$ cat config.mk
export PLATFORM = sky130hd
export DESIGN_NAME = e1_line_card
export DESIGN_NICKNAME = d
export VERILOG_FILES = /design/src/verilog/e1_card_pkg.sv /design/src/verilog/e1_tick_timer.sv /design/src/verilog/e1_line_card.sv
export SDC_FILE = /design/constraint.sdc
export NUM_CORES = 1
export LEC_CHECK = 0
export BUFFER_PORTS_ARGS = -buffer_cell sky130_fd_sc_hd__buf_2
export CAP_MARGIN = 20
export CORE_MARGIN = 4
export CORE_UTILIZATION = 30
export DETAILED_ROUTE_END_ITERATION = 10
export PLACE_DENSITY = 0.55
export REMOVE_ABC_BUFFERS = 1
export SLEW_MARGIN = 20
export SYNTH_ARGS = -nofsm -noshare
export SYNTH_HDL_FRONTEND = slang
export SYNTH_SLANG_ARGS = --single-unit
$ cat constraint.sdc
create_clock -name clk -period 3.8 [get_ports clk]
set_clock_uncertainty 0.15 [all_clocks]
set_input_delay 0.57 -clock clk [delete_from_list [all_inputs] [get_ports clk]]
set_output_delay 0.57 -clock clk [all_outputs]
set_load 0.01 [all_outputs]
$ cat src/verilog/e1_card_pkg.sv
// Shared constants for the line-side E1 card status, alarm and mapping logic
package e1_card_pkg;
  localparam int unsigned CLK_KHZ      = 250000;
  localparam int unsigned SELFTEST_MS  = 3000;
  localparam int unsigned BLINK_MS     = 250;
  localparam int unsigned WINDOW_MS    = 1000;
  localparam int unsigned SELFTEST_CYC = SELFTEST_MS * CLK_KHZ;
  localparam int unsigned BLINK_CYC    = BLINK_MS * CLK_KHZ;
  localparam int unsigned WINDOW_CYC   = WINDOW_MS * CLK_KHZ;
  localparam logic [2:0]  BLINK_EDGES  = 3'h6;

  localparam logic [7:0]  REG_CTRL   = 8'h00;
  localparam logic [7:0]  REG_CMD    = 8'h04;
  localparam logic [7:0]  REG_STATUS = 8'h08;
  localparam logic [7:0]  REG_THRESH = 8'h0c;

  localparam int CTRL_SELF_CLEAR = 0;
  localparam int CTRL_TESTS      = 1;
  localparam int CTRL_ALM_OFF    = 2;
  localparam int CTRL_SLOT0_EN   = 3;
  localparam int CTRL_SLOT1_EN   = 4;
  localparam int CTRL_USER_LSB   = 8;
  localparam int CMD_CLEAR_ALARM = 0;
  localparam logic [31:0] CTRL_RESET   = 32'h0000_e401;
  localparam logic [31:0] THRESH_RESET = 32'h0004_0010;

  localparam logic [4:0] NUM_CHAN    = 5'h1e;
  localparam logic [4:0] SLOT0_CHANS = 5'h10;
  localparam logic [4:0] TS_CAS      = 5'h10;

  localparam logic [1:0] SIG_ON_HOOK  = 2'h0;
  localparam logic [1:0] SIG_OFF_HOOK = 2'h1;
  localparam logic [1:0] SIG_RING     = 2'h2;

  localparam logic [1:0] SCHEME_NA   = 2'h0;
  localparam logic [1:0] SCHEME_AUS  = 2'h1;
  localparam logic [1:0] SCHEME_USER = 2'h2;
endpackage

$ cat src/verilog/e1_tick_timer.sv
// Interval timer giving a one-cycle tick every PERIOD cycles while run is high; cleared while run is low
`timescale 1ns/1ns
`default_nettype none
module e1_tick_timer
  import e1_card_pkg::*;
#(
  parameter int unsigned PERIOD = 4
) (
  input  wire logic clk,
  input  wire logic arst_n,
  input  wire logic run,
  output logic      tick
);
  initial begin
    if (PERIOD < 1) $error("PERIOD must be at least one");
  end

  logic [31:0] count;
  logic [31:0] next_count;

  always_comb begin
    next_count = '0;
    if (run && count != PERIOD - 1) begin
      next_count = count + 32'h1;
    end
  end

  assign tick = run && (count == PERIOD - 1);

  always_ff @(posedge clk or negedge arst_n) begin
    if (!arst_n) begin
      count <= '0;
    end else begin
      count <= next_count;
    end
  end
endmodule
`default_nettype wire

$ cat src/verilog/e1_line_card.sv
// Status, alarm and channel mapping logic of the line-side E1 card
// How it works
// - Status lamp lit steadily during self-test
// - Pass: three blinks then steady; fail: endless blink
// - Lamp goes out once card enabled
// - Either slot enabled turns lamp off
// - Lamp relit only when both slots disabled
// - Red lamp on LOS, errors or slips
// - Send remote alarm while red condition lasts
// - Self-clearing: red lamp follows condition
// - Latched red lamp needs clear command
// - Yellow lamp shows received remote alarm
// - Maintenance lamp while tests or alarms off
// - Thirty channels, one timeslot each
// - Loop stream mapped to E1 and back
// - CRC-4 or FAS framing, AMI or HDB3
// - Loop signaling translated to A/B bits
// - Switch picks loop or ground start in the NA scheme only
// - Switch picks A/B signaling scheme
// - Sixteen channels first slot, fourteen second
// - Calls out from loop, status back on loop
// - Hook and ring messages become A/B bits
`timescale 1ns/1ns
`default_nettype none
module e1_line_card
  import e1_card_pkg::*;
#(
  parameter int unsigned SELFTEST_CYCLES = SELFTEST_CYC,
  parameter int unsigned BLINK_CYCLES    = BLINK_CYC,
  parameter int unsigned WINDOW_CYCLES   = WINDOW_CYC
) (
  input  wire logic        clk,
  input  wire logic        arst_n,
  input  wire logic        wb_cyc_i,
  input  wire logic        wb_stb_i,
  input  wire logic        wb_we_i,
  input  wire logic [7:0]  wb_adr_i,
  input  wire logic [3:0]  wb_sel_i,
  input  wire logic [31:0] wb_dat_i,
  output logic      [31:0] wb_dat_o,
  output logic             wb_ack_o,
  input  wire logic        selftest_fail,
  input  wire logic        sw_crc4,
  input  wire logic        sw_hdb3,
  input  wire logic        sw_ground_start,
  input  wire logic [1:0]  sw_scheme,
  input  wire logic        e1_los,
  input  wire logic        e1_rx_remote_alarm,
  input  wire logic        e1_bit_err,
  input  wire logic        e1_slip,
  output logic             e1_crc4_en,
  output logic             e1_hdb3_en,
  output logic             e1_tx_remote_alarm,
  input  wire logic        loop_tx_valid,
  input  wire logic [4:0]  loop_tx_chan,
  input  wire logic [7:0]  loop_tx_pcm,
  input  wire logic [1:0]  loop_tx_sig,
  output logic             e1_tx_valid,
  output logic      [4:0]  e1_tx_slot,
  output logic      [7:0]  e1_tx_byte,
  output logic      [1:0]  e1_tx_ab,
  input  wire logic        e1_rx_valid,
  input  wire logic [4:0]  e1_rx_slot,
  input  wire logic [7:0]  e1_rx_byte,
  input  wire logic [1:0]  e1_rx_ab,
  output logic             loop_rx_valid,
  output logic      [4:0]  loop_rx_chan,
  output logic      [7:0]  loop_rx_pcm,
  output logic      [1:0]  loop_rx_sig,
  output logic             loop_rx_card_slot,
  output logic             status_led,
  output logic             red_led,
  output logic             yellow_led,
  output logic             maint_led
);
  initial begin
    if (SELFTEST_CYCLES < 1 || BLINK_CYCLES < 1 || WINDOW_CYCLES < 1) begin
      $error("Interval counts must be at least one cycle");
    end
  end

  typedef enum logic [1:0] {ST_TEST, ST_BLINK, ST_READY, ST_FAIL} test_state_t;

  typedef struct packed {
    logic [7:0]       sync1;
    logic [7:0]       sync2;
    test_state_t      state;
    logic [31:0]      test_cnt;
    logic [2:0]       blink_cnt;
    logic             blink_on;
    logic [31:0]      ctrl;
    logic [31:0]      thresh;
    logic [15:0]      err_cnt;
    logic [15:0]      slip_cnt;
    logic             err_over;
    logic             slip_over;
    logic             red;
    logic             ack;
    logic [31:0]      rdata;
    logic [29:0][1:0] tx_ab;
    logic             tx_valid;
    logic [4:0]       tx_slot;
    logic [7:0]       tx_byte;
    logic             rx_valid;
    logic [4:0]       rx_chan;
    logic [7:0]       rx_pcm;
    logic [1:0]       rx_sig;
  } state_t;

  state_t q;
  state_t n;

  logic blink_tick;
  logic window_tick;
  logic los_s;
  logic rem_s;
  logic fail_s;
  logic gs_s;
  logic [1:0] scheme_s;
  logic red_cond;
  logic wr_hit;
  logic rd_hit;
  logic clear_cmd;

  // Pins are asynchronous to clk: only the second stage is ever read
  assign los_s    = q.sync2[0];
  assign rem_s    = q.sync2[1];
  assign fail_s   = q.sync2[2];
  assign gs_s     = q.sync2[3];
  assign scheme_s = q.sync2[5:4];

  e1_tick_timer #(.PERIOD(BLINK_CYCLES)) u_blink (
    .clk    (clk),
    .arst_n (arst_n),
    .run    (q.state == ST_BLINK || q.state == ST_FAIL),
    .tick   (blink_tick)
  );

  e1_tick_timer #(.PERIOD(WINDOW_CYCLES)) u_window (
    .clk    (clk),
    .arst_n (arst_n),
    .run    (1'b1),
    .tick   (window_tick)
  );

  // Translate a hook message into A/B bits for the selected scheme
  function automatic logic [1:0] ab_encode(input logic [1:0] scheme, input logic gs,
                                           input logic [1:0] sig, input logic [7:0] user);
    logic [1:0] ab;
    ab = 2'h1;
    case (scheme)
      SCHEME_AUS: ab = (sig == SIG_OFF_HOOK) ? 2'h3 : (sig == SIG_RING) ? 2'h0 : 2'h2;
      SCHEME_NA:  ab = (sig == SIG_OFF_HOOK) ? 2'h3 : (sig == SIG_RING) ? 2'h0
                     : (gs ? 2'h0 : 2'h1);
      default:    ab = user[2*sig +: 2];
    endcase
    return ab;
  endfunction

  assign red_cond  = los_s || q.err_over || q.slip_over;
  assign wr_hit    = wb_cyc_i && wb_stb_i && wb_we_i && !q.ack;
  assign rd_hit    = wb_cyc_i && wb_stb_i && !wb_we_i && !q.ack;
  assign clear_cmd = wr_hit && wb_adr_i == REG_CMD && wb_sel_i[0]
                     && wb_dat_i[CMD_CLEAR_ALARM];

  always_comb begin
    n = q;
    n.sync1 = {sw_hdb3, sw_crc4, sw_scheme, sw_ground_start, selftest_fail,
               e1_rx_remote_alarm, e1_los};
    n.sync2 = q.sync1;

    // Self-test and status lamp sequence
    case (q.state)
      ST_TEST: begin
        n.test_cnt = q.test_cnt + 32'h1;
        if (q.test_cnt == SELFTEST_CYCLES - 1) begin
          n.state    = fail_s ? ST_FAIL : ST_BLINK;
          n.blink_on = 1'b0;
          n.blink_cnt = '0;
        end
      end
      ST_BLINK: begin
        if (blink_tick) begin
          n.blink_on  = !q.blink_on;
          n.blink_cnt = q.blink_cnt + 3'h1;
          if (q.blink_cnt == BLINK_EDGES - 3'h1) begin
            n.state = ST_READY;
          end
        end
      end
      ST_FAIL: begin
        if (blink_tick) begin
          n.blink_on = !q.blink_on;
        end
      end
      ST_READY: n.blink_on = 1'b1;
      default:  n.state = ST_TEST;
    endcase

    // Error and slip counts over a fixed window
    n.err_cnt  = q.err_cnt + {15'h0, e1_bit_err};
    n.slip_cnt = q.slip_cnt + {15'h0, e1_slip};
    if (n.err_cnt > q.thresh[15:0]) begin
      n.err_over = 1'b1;
    end
    if (n.slip_cnt > q.thresh[31:16]) begin
      n.slip_over = 1'b1;
    end
    if (window_tick) begin
      n.err_over  = n.err_cnt > q.thresh[15:0];
      n.slip_over = n.slip_cnt > q.thresh[31:16];
      n.err_cnt   = '0;
      n.slip_cnt  = '0;
    end

    // Red lamp: follow the condition, or latch until cleared; a new alarm beats the clear
    if (q.ctrl[CTRL_SELF_CLEAR]) begin
      n.red = red_cond;
    end else if (red_cond) begin
      n.red = 1'b1;
    end else if (clear_cmd) begin
      n.red = 1'b0;
    end

    // Register bus: one wait state, unmapped reads return zero
    n.ack   = wb_cyc_i && wb_stb_i && !q.ack;
    n.rdata = '0;
    if (wr_hit) begin
      for (int b = 0; b < 4; b++) begin
        if (wb_sel_i[b]) begin
          if (wb_adr_i == REG_CTRL) begin
            n.ctrl[8*b +: 8] = wb_dat_i[8*b +: 8];
          end
          if (wb_adr_i == REG_THRESH) begin
            n.thresh[8*b +: 8] = wb_dat_i[8*b +: 8];
          end
        end
      end
    end
    if (rd_hit) begin
      case (wb_adr_i)
        REG_CTRL:   n.rdata = q.ctrl;
        REG_THRESH: n.rdata = q.thresh;
        REG_STATUS: n.rdata = {22'h0, q.slip_over, q.err_over, q.state == ST_FAIL,
                               q.state == ST_READY, red_cond, maint_led, yellow_led,
                               q.red, status_led, los_s};
        default:    n.rdata = '0;
      endcase
    end

    // Loop to E1: channel to timeslot with A/B bits per channel
    n.tx_valid = 1'b0;
    if (loop_tx_valid && loop_tx_chan < NUM_CHAN) begin
      n.tx_valid = 1'b1;
      n.tx_slot  = (loop_tx_chan < 5'hf) ? loop_tx_chan + 5'h1 : loop_tx_chan + 5'h2;
      n.tx_byte  = loop_tx_pcm;
      n.tx_ab[loop_tx_chan] = ab_encode(scheme_s, gs_s, loop_tx_sig,
                                        q.ctrl[CTRL_USER_LSB +: 8]);
    end

    // E1 to loop: timeslot back to channel, A/B decoded to hook state
    n.rx_valid = 1'b0;
    if (e1_rx_valid && e1_rx_slot != 5'h0 && e1_rx_slot != TS_CAS) begin
      n.rx_valid = 1'b1;
      n.rx_chan  = (e1_rx_slot < TS_CAS) ? e1_rx_slot - 5'h1 : e1_rx_slot - 5'h2;
      n.rx_pcm   = e1_rx_byte;
      n.rx_sig   = SIG_ON_HOOK;
      if (e1_rx_ab == ab_encode(scheme_s, gs_s, SIG_OFF_HOOK, q.ctrl[CTRL_USER_LSB +: 8])) begin
        n.rx_sig = SIG_OFF_HOOK;
      end
    end
  end

  always_ff @(posedge clk or negedge arst_n) begin
    if (!arst_n) begin
      q           <= '0;
      q.state     <= ST_TEST;
      q.ctrl      <= CTRL_RESET;
      q.thresh    <= THRESH_RESET;
      q.tx_ab     <= '0;
    end else begin
      q <= n;
    end
  end

  assign wb_ack_o           = q.ack;
  assign wb_dat_o           = q.rdata;
  assign e1_crc4_en         = q.sync2[6];
  assign e1_hdb3_en         = q.sync2[7];
  // Condition, not the latched lamp: the carrier returns to service by itself
  assign e1_tx_remote_alarm = red_cond;
  assign e1_tx_valid        = q.tx_valid;
  assign e1_tx_slot         = q.tx_slot;
  assign e1_tx_byte         = q.tx_byte;
  assign loop_rx_valid      = q.rx_valid;
  assign loop_rx_chan       = q.rx_chan;
  assign loop_rx_pcm        = q.rx_pcm;
  assign loop_rx_sig        = q.rx_sig;
  assign loop_rx_card_slot  = q.rx_chan >= SLOT0_CHANS;
  assign red_led            = q.red;
  assign yellow_led         = rem_s;
  assign maint_led          = q.ctrl[CTRL_TESTS] | q.ctrl[CTRL_ALM_OFF];
  always_comb begin
    e1_tx_ab = q.tx_ab[0];
    if (q.tx_slot != 5'h0 && q.tx_slot != TS_CAS) begin
      e1_tx_ab = q.tx_ab[(q.tx_slot < TS_CAS) ? q.tx_slot - 5'h1 : q.tx_slot - 5'h2];
    end
  end
  always_comb begin
    status_led = 1'b1;
    case (q.state)
      ST_BLINK, ST_FAIL: status_led = q.blink_on;
      ST_READY: status_led = !(q.ctrl[CTRL_SLOT0_EN] || q.ctrl[CTRL_SLOT1_EN]);
      default:  status_led = 1'b1;
    endcase
  end
endmodule
`default_nettype wire

==> flow_summary.json <==
{
  "outcome": "completed",
  "fin_crit_sh_pct": 95.2,
  "synth-xor-area-share_pct": 6.45,
  "grt_pass1_wl_mm": 66.6,
  "cts_max_level": 2,
  "coreArea_um2": 55600,
  "synth_compound_area_share_pct": 5.07,
  "synthDistinctLibCells": 79,
  "synth_top_family_by_area": "simple AND/OR/NAND/NOR gates",
  "synth_seq_area_share_pct": 50.0,
  "utilization_pct": 35.8,
  "nFillCells": 5593,
  "fin_area_um2": 19900,
  "dp.cells": 2356,
  "setup_viol": 0,
  "worstPathArrival_ns": 2.90,
  "yosys_warnings": 0,
  "synthAdderAreaFrac_pct": 3.96,
  "ir_drop_mv": 0.289,
  "first_pass_iters": 5,
  "slew_violations": 0,
  "die_height_um": 246,
  "cp_max_fo": 12,
  "drc": 0,
  "worstSetupEndpointType": "output port",
  "power_mw": 9.43,
  "hold_violations": 0,
  "antenna_found_initial": 9,
  "clockBufferDepth": 3,
  "ant_nets": 0,
  "final_common_cell": "dfrtp_1",
  "max_stage_delay_ns": 0.47,
  "ys_seq_elements": 339,
  "synth_simple_gate_area_share_pct": 16.0,
  "clk_latency_ns": 0.56,
  "wirelength_mm": 41.4,
  "fin_crit_ns": 3.62,
  "cts-root-buf": "clkbuf_16",
  "critPathTopFamily": "multiplexers",
  "synth.mux.area_fraction_pct": 13.2,
  "clock-sinks": 339,
  "tightest_slew_ns": 1.05,
  "hold_path.class": "input port to flip-flop",
  "maxCapViolations": 0,
  "syn_area_per_cell_um2": 11.1,
  "leakagePower_nw": 9.20,
  "layout_common_cells": "330 x dfrtp_1, 161 x buf_2, 143 x mux2_2, 124 x nand2_1, 121 x nor2_1",
  "clockPowerShare_pct": 44.1,
  "synth_edf_count": 0,
  "multi_input_area_um2": 7660,
  "synth_area_um2": 17000,
  "syn2layout_area_growth_pct": 17.2,
  "combPwrFrac_pct": 13.8,
  "switching_power_mw": 2.43,
  "via_per_inst": 4.74,
  "max_freq_ghz": 0.276,
  "crit_slowest_cell": "mux4_2",
  "place.gp.congestion": 0.816,
  "clkSlewWorstSetupHoldPaths_ns": 0.05,
  "seq_area_um2": 8490,
  "path_class": "flip-flop to output port",
  "async_reset_ff_share_pct": 100,
  "wire_per_inst_um": 16.9,
  "hpwl_mm": 29.2,
  "grt_pass1_vias": 12000,
  "p_seq_share_pct": 42.1,
  "cts_tree": "yes",
  "p_sw_share_pct": 25.8,
  "placed_area_um2": 18300,
  "drt_iter0_drc": 583,
  "nets": 1810,
  "worstPathCellList": "inv_4 > ha_1 > buf_8 > mux2i_1 > mux4_2 > o21ai_2 > a211oi_1 > a2111oi_2 > buf_2",
  "cellInternalPower_mw": 6.99,
  "final_cells": 2454,
  "grt_overflow": 0,
  "io_buffers": 162,
  "die_w_um": 246,
  "track_usage_pct": 13.7,
  "dieArea_um2": 60500,
  "synth_cells": 1531,
  "rows": 86,
  "drive_gt1_share_pct": 26.9,
  "start_util_pct": 30.5,
  "max-slew-margin-rel_pct": 29.6,
  "io_pins": 164,
  "cts_buffers": 43,
  "grt_max_degree": 87,
  "power.density_nw_per_um2": 473,
  "crit_path_start_kind": "flip-flop",
  "vias": 11600,
  "synth_ff_type": "dfrtp_1",
  "required_ns": 3.08,
  "path_buf_inv": 3
}
## sequential cells by signal, summed over array words and instances (netlist names), 5 cells and up
signal and count:
q 198, u_blink.count 32, u_window.count 32, wb_dat_o 32, e1_tx_byte 8, loop_rx_pcm 8, n 8, e1_tx_slot 5
loop_rx_chan 5
## area by class of cell
| type | instances | area share, % |
|---|---|---|
| Antenna cell | 7 | 0.0880 |
| Inverter | 57 | 1.09 |
| Clock inverter | 12 | 0.823 |
| Sequential cell | 339 | 42.7 |
| Timing Repair Buffer | 195 | 5.77 |
| Clock buffer | 66 | 6.40 |
| Tap cell | 748 | 4.70 |
| Multi-Input combinational cell | 1030 | 38.5 |
## timing repair
item	4_1_cts	5_1_grt
pin swaps	0	1
gates resized for setup	6	7
hold endpoints to repair	82	0
cloned	1	1
hold buffers	9	0
buffers inserted	0	2
endpoints found under the setup margin	2	2
## worst paths after layout
path | start | end | slack [ns] | depth (start not counted)
worst max register to register | q[144] | q[125] | 0.69 | 11
min in group asynchronous | arst_n | wb_dat_o[28] | 0.45 | 2
max in group asynchronous | arst_n | q[37] | 2.15 | 3
worst min-delay path | e1_rx_byte[6] | loop_rx_pcm[6] | 0.06 | 3
worst min register to register | n[263] | gs_s | 0.20 | 0
worst max-delay path | e1_tx_slot[0] | e1_tx_ab[1] | 0.18 | 9
## power by group through the flow
stage               logic, mW  registers, mW  clock network (mW)
floorplan               0.812           4.01                   0
global placement         1.23           4.02                   0
detailed placement       1.27           4.02                   0
CTS                      1.29           3.96                4.31
global route             1.46           3.99                4.46
finish                   1.30           3.97                4.16
## worst register-to-register path, cell delays in order (launching register included)
cell,delay (ns)
dfrtp_1,0.41
and4_1,0.25
nor2b_1,0.25
nand2_1,0.15
xnor2_1,0.21
ha_1,0.28
a2111oi_0,0.35
o21ai_0,0.15
a311o_1,0.37
o21ai_0,0.09
o21ai_0,0.12
a22o_1,0.21
## through the flow
stage,setup WS (ns),hold slack (ns),TNS (ns)
after floorplan,0.144,0.124,0
after global placement,0.305,0.183,0
after detailed placement,0.324,0.186,0
after CTS,0.0227,0.0136,0
after global routing,-0.00547,0.0347,-0.00547
final,0.181,0.0575,0
## cell usage after synthesis, drive strengths merged (6+ instances only)
library cell / n / share of area, %
nand3: 72 / 2.3
clkbuf: 29 / 0.64
dfstp: 7 / 1.1
buf: 78 / 3.4
nor4: 9 / 0.54
nor3: 19 / 0.68
and4: 9 / 0.49
dfrtp: 332 / 49
mux2i: 55 / 3.2
nor2: 136 / 3.3
inv: 56 / 1.2
o21ai: 33 / 0.97
xnor2: 73 / 3.9
a22oi: 34 / 1.5
nand4: 42 / 1.7
and3: 25 / 0.94
nor2b: 23 / 0.89
and2: 25 / 0.92
a21oi: 25 / 0.76
mux2: 143 / 9.5
xor2: 50 / 2.6
ha: 53 / 3.9
nand2: 124 / 2.7
nor4b: 6 / 0.31
## logic make-up (layout without fill, tap and decap cells)
logic type | after synthesis | after routing
compound gates | 130 | 132
flops | 339 | 339
simple gates | 518 | 518
xor+xnor | 123 | 123
other cells | 1 | 8
buf+inv | 164 | 330
fa+ha+maj | 54 | 54
mux | 202 | 202
## per-layer routing
layer | wire length (um) | global-route usage (%) | up-vias
li1 | - | - | 5562
met1 | 19700 | 19.5 | 5780
met2 | 18300 | 21.0 | 218
met3 | 2330 | 2.93 | 67
met4 | 981 | 4.15 | 4
met5 | 27 | 0 | -
Note: power is estimated with default switching activity, not from simulation.
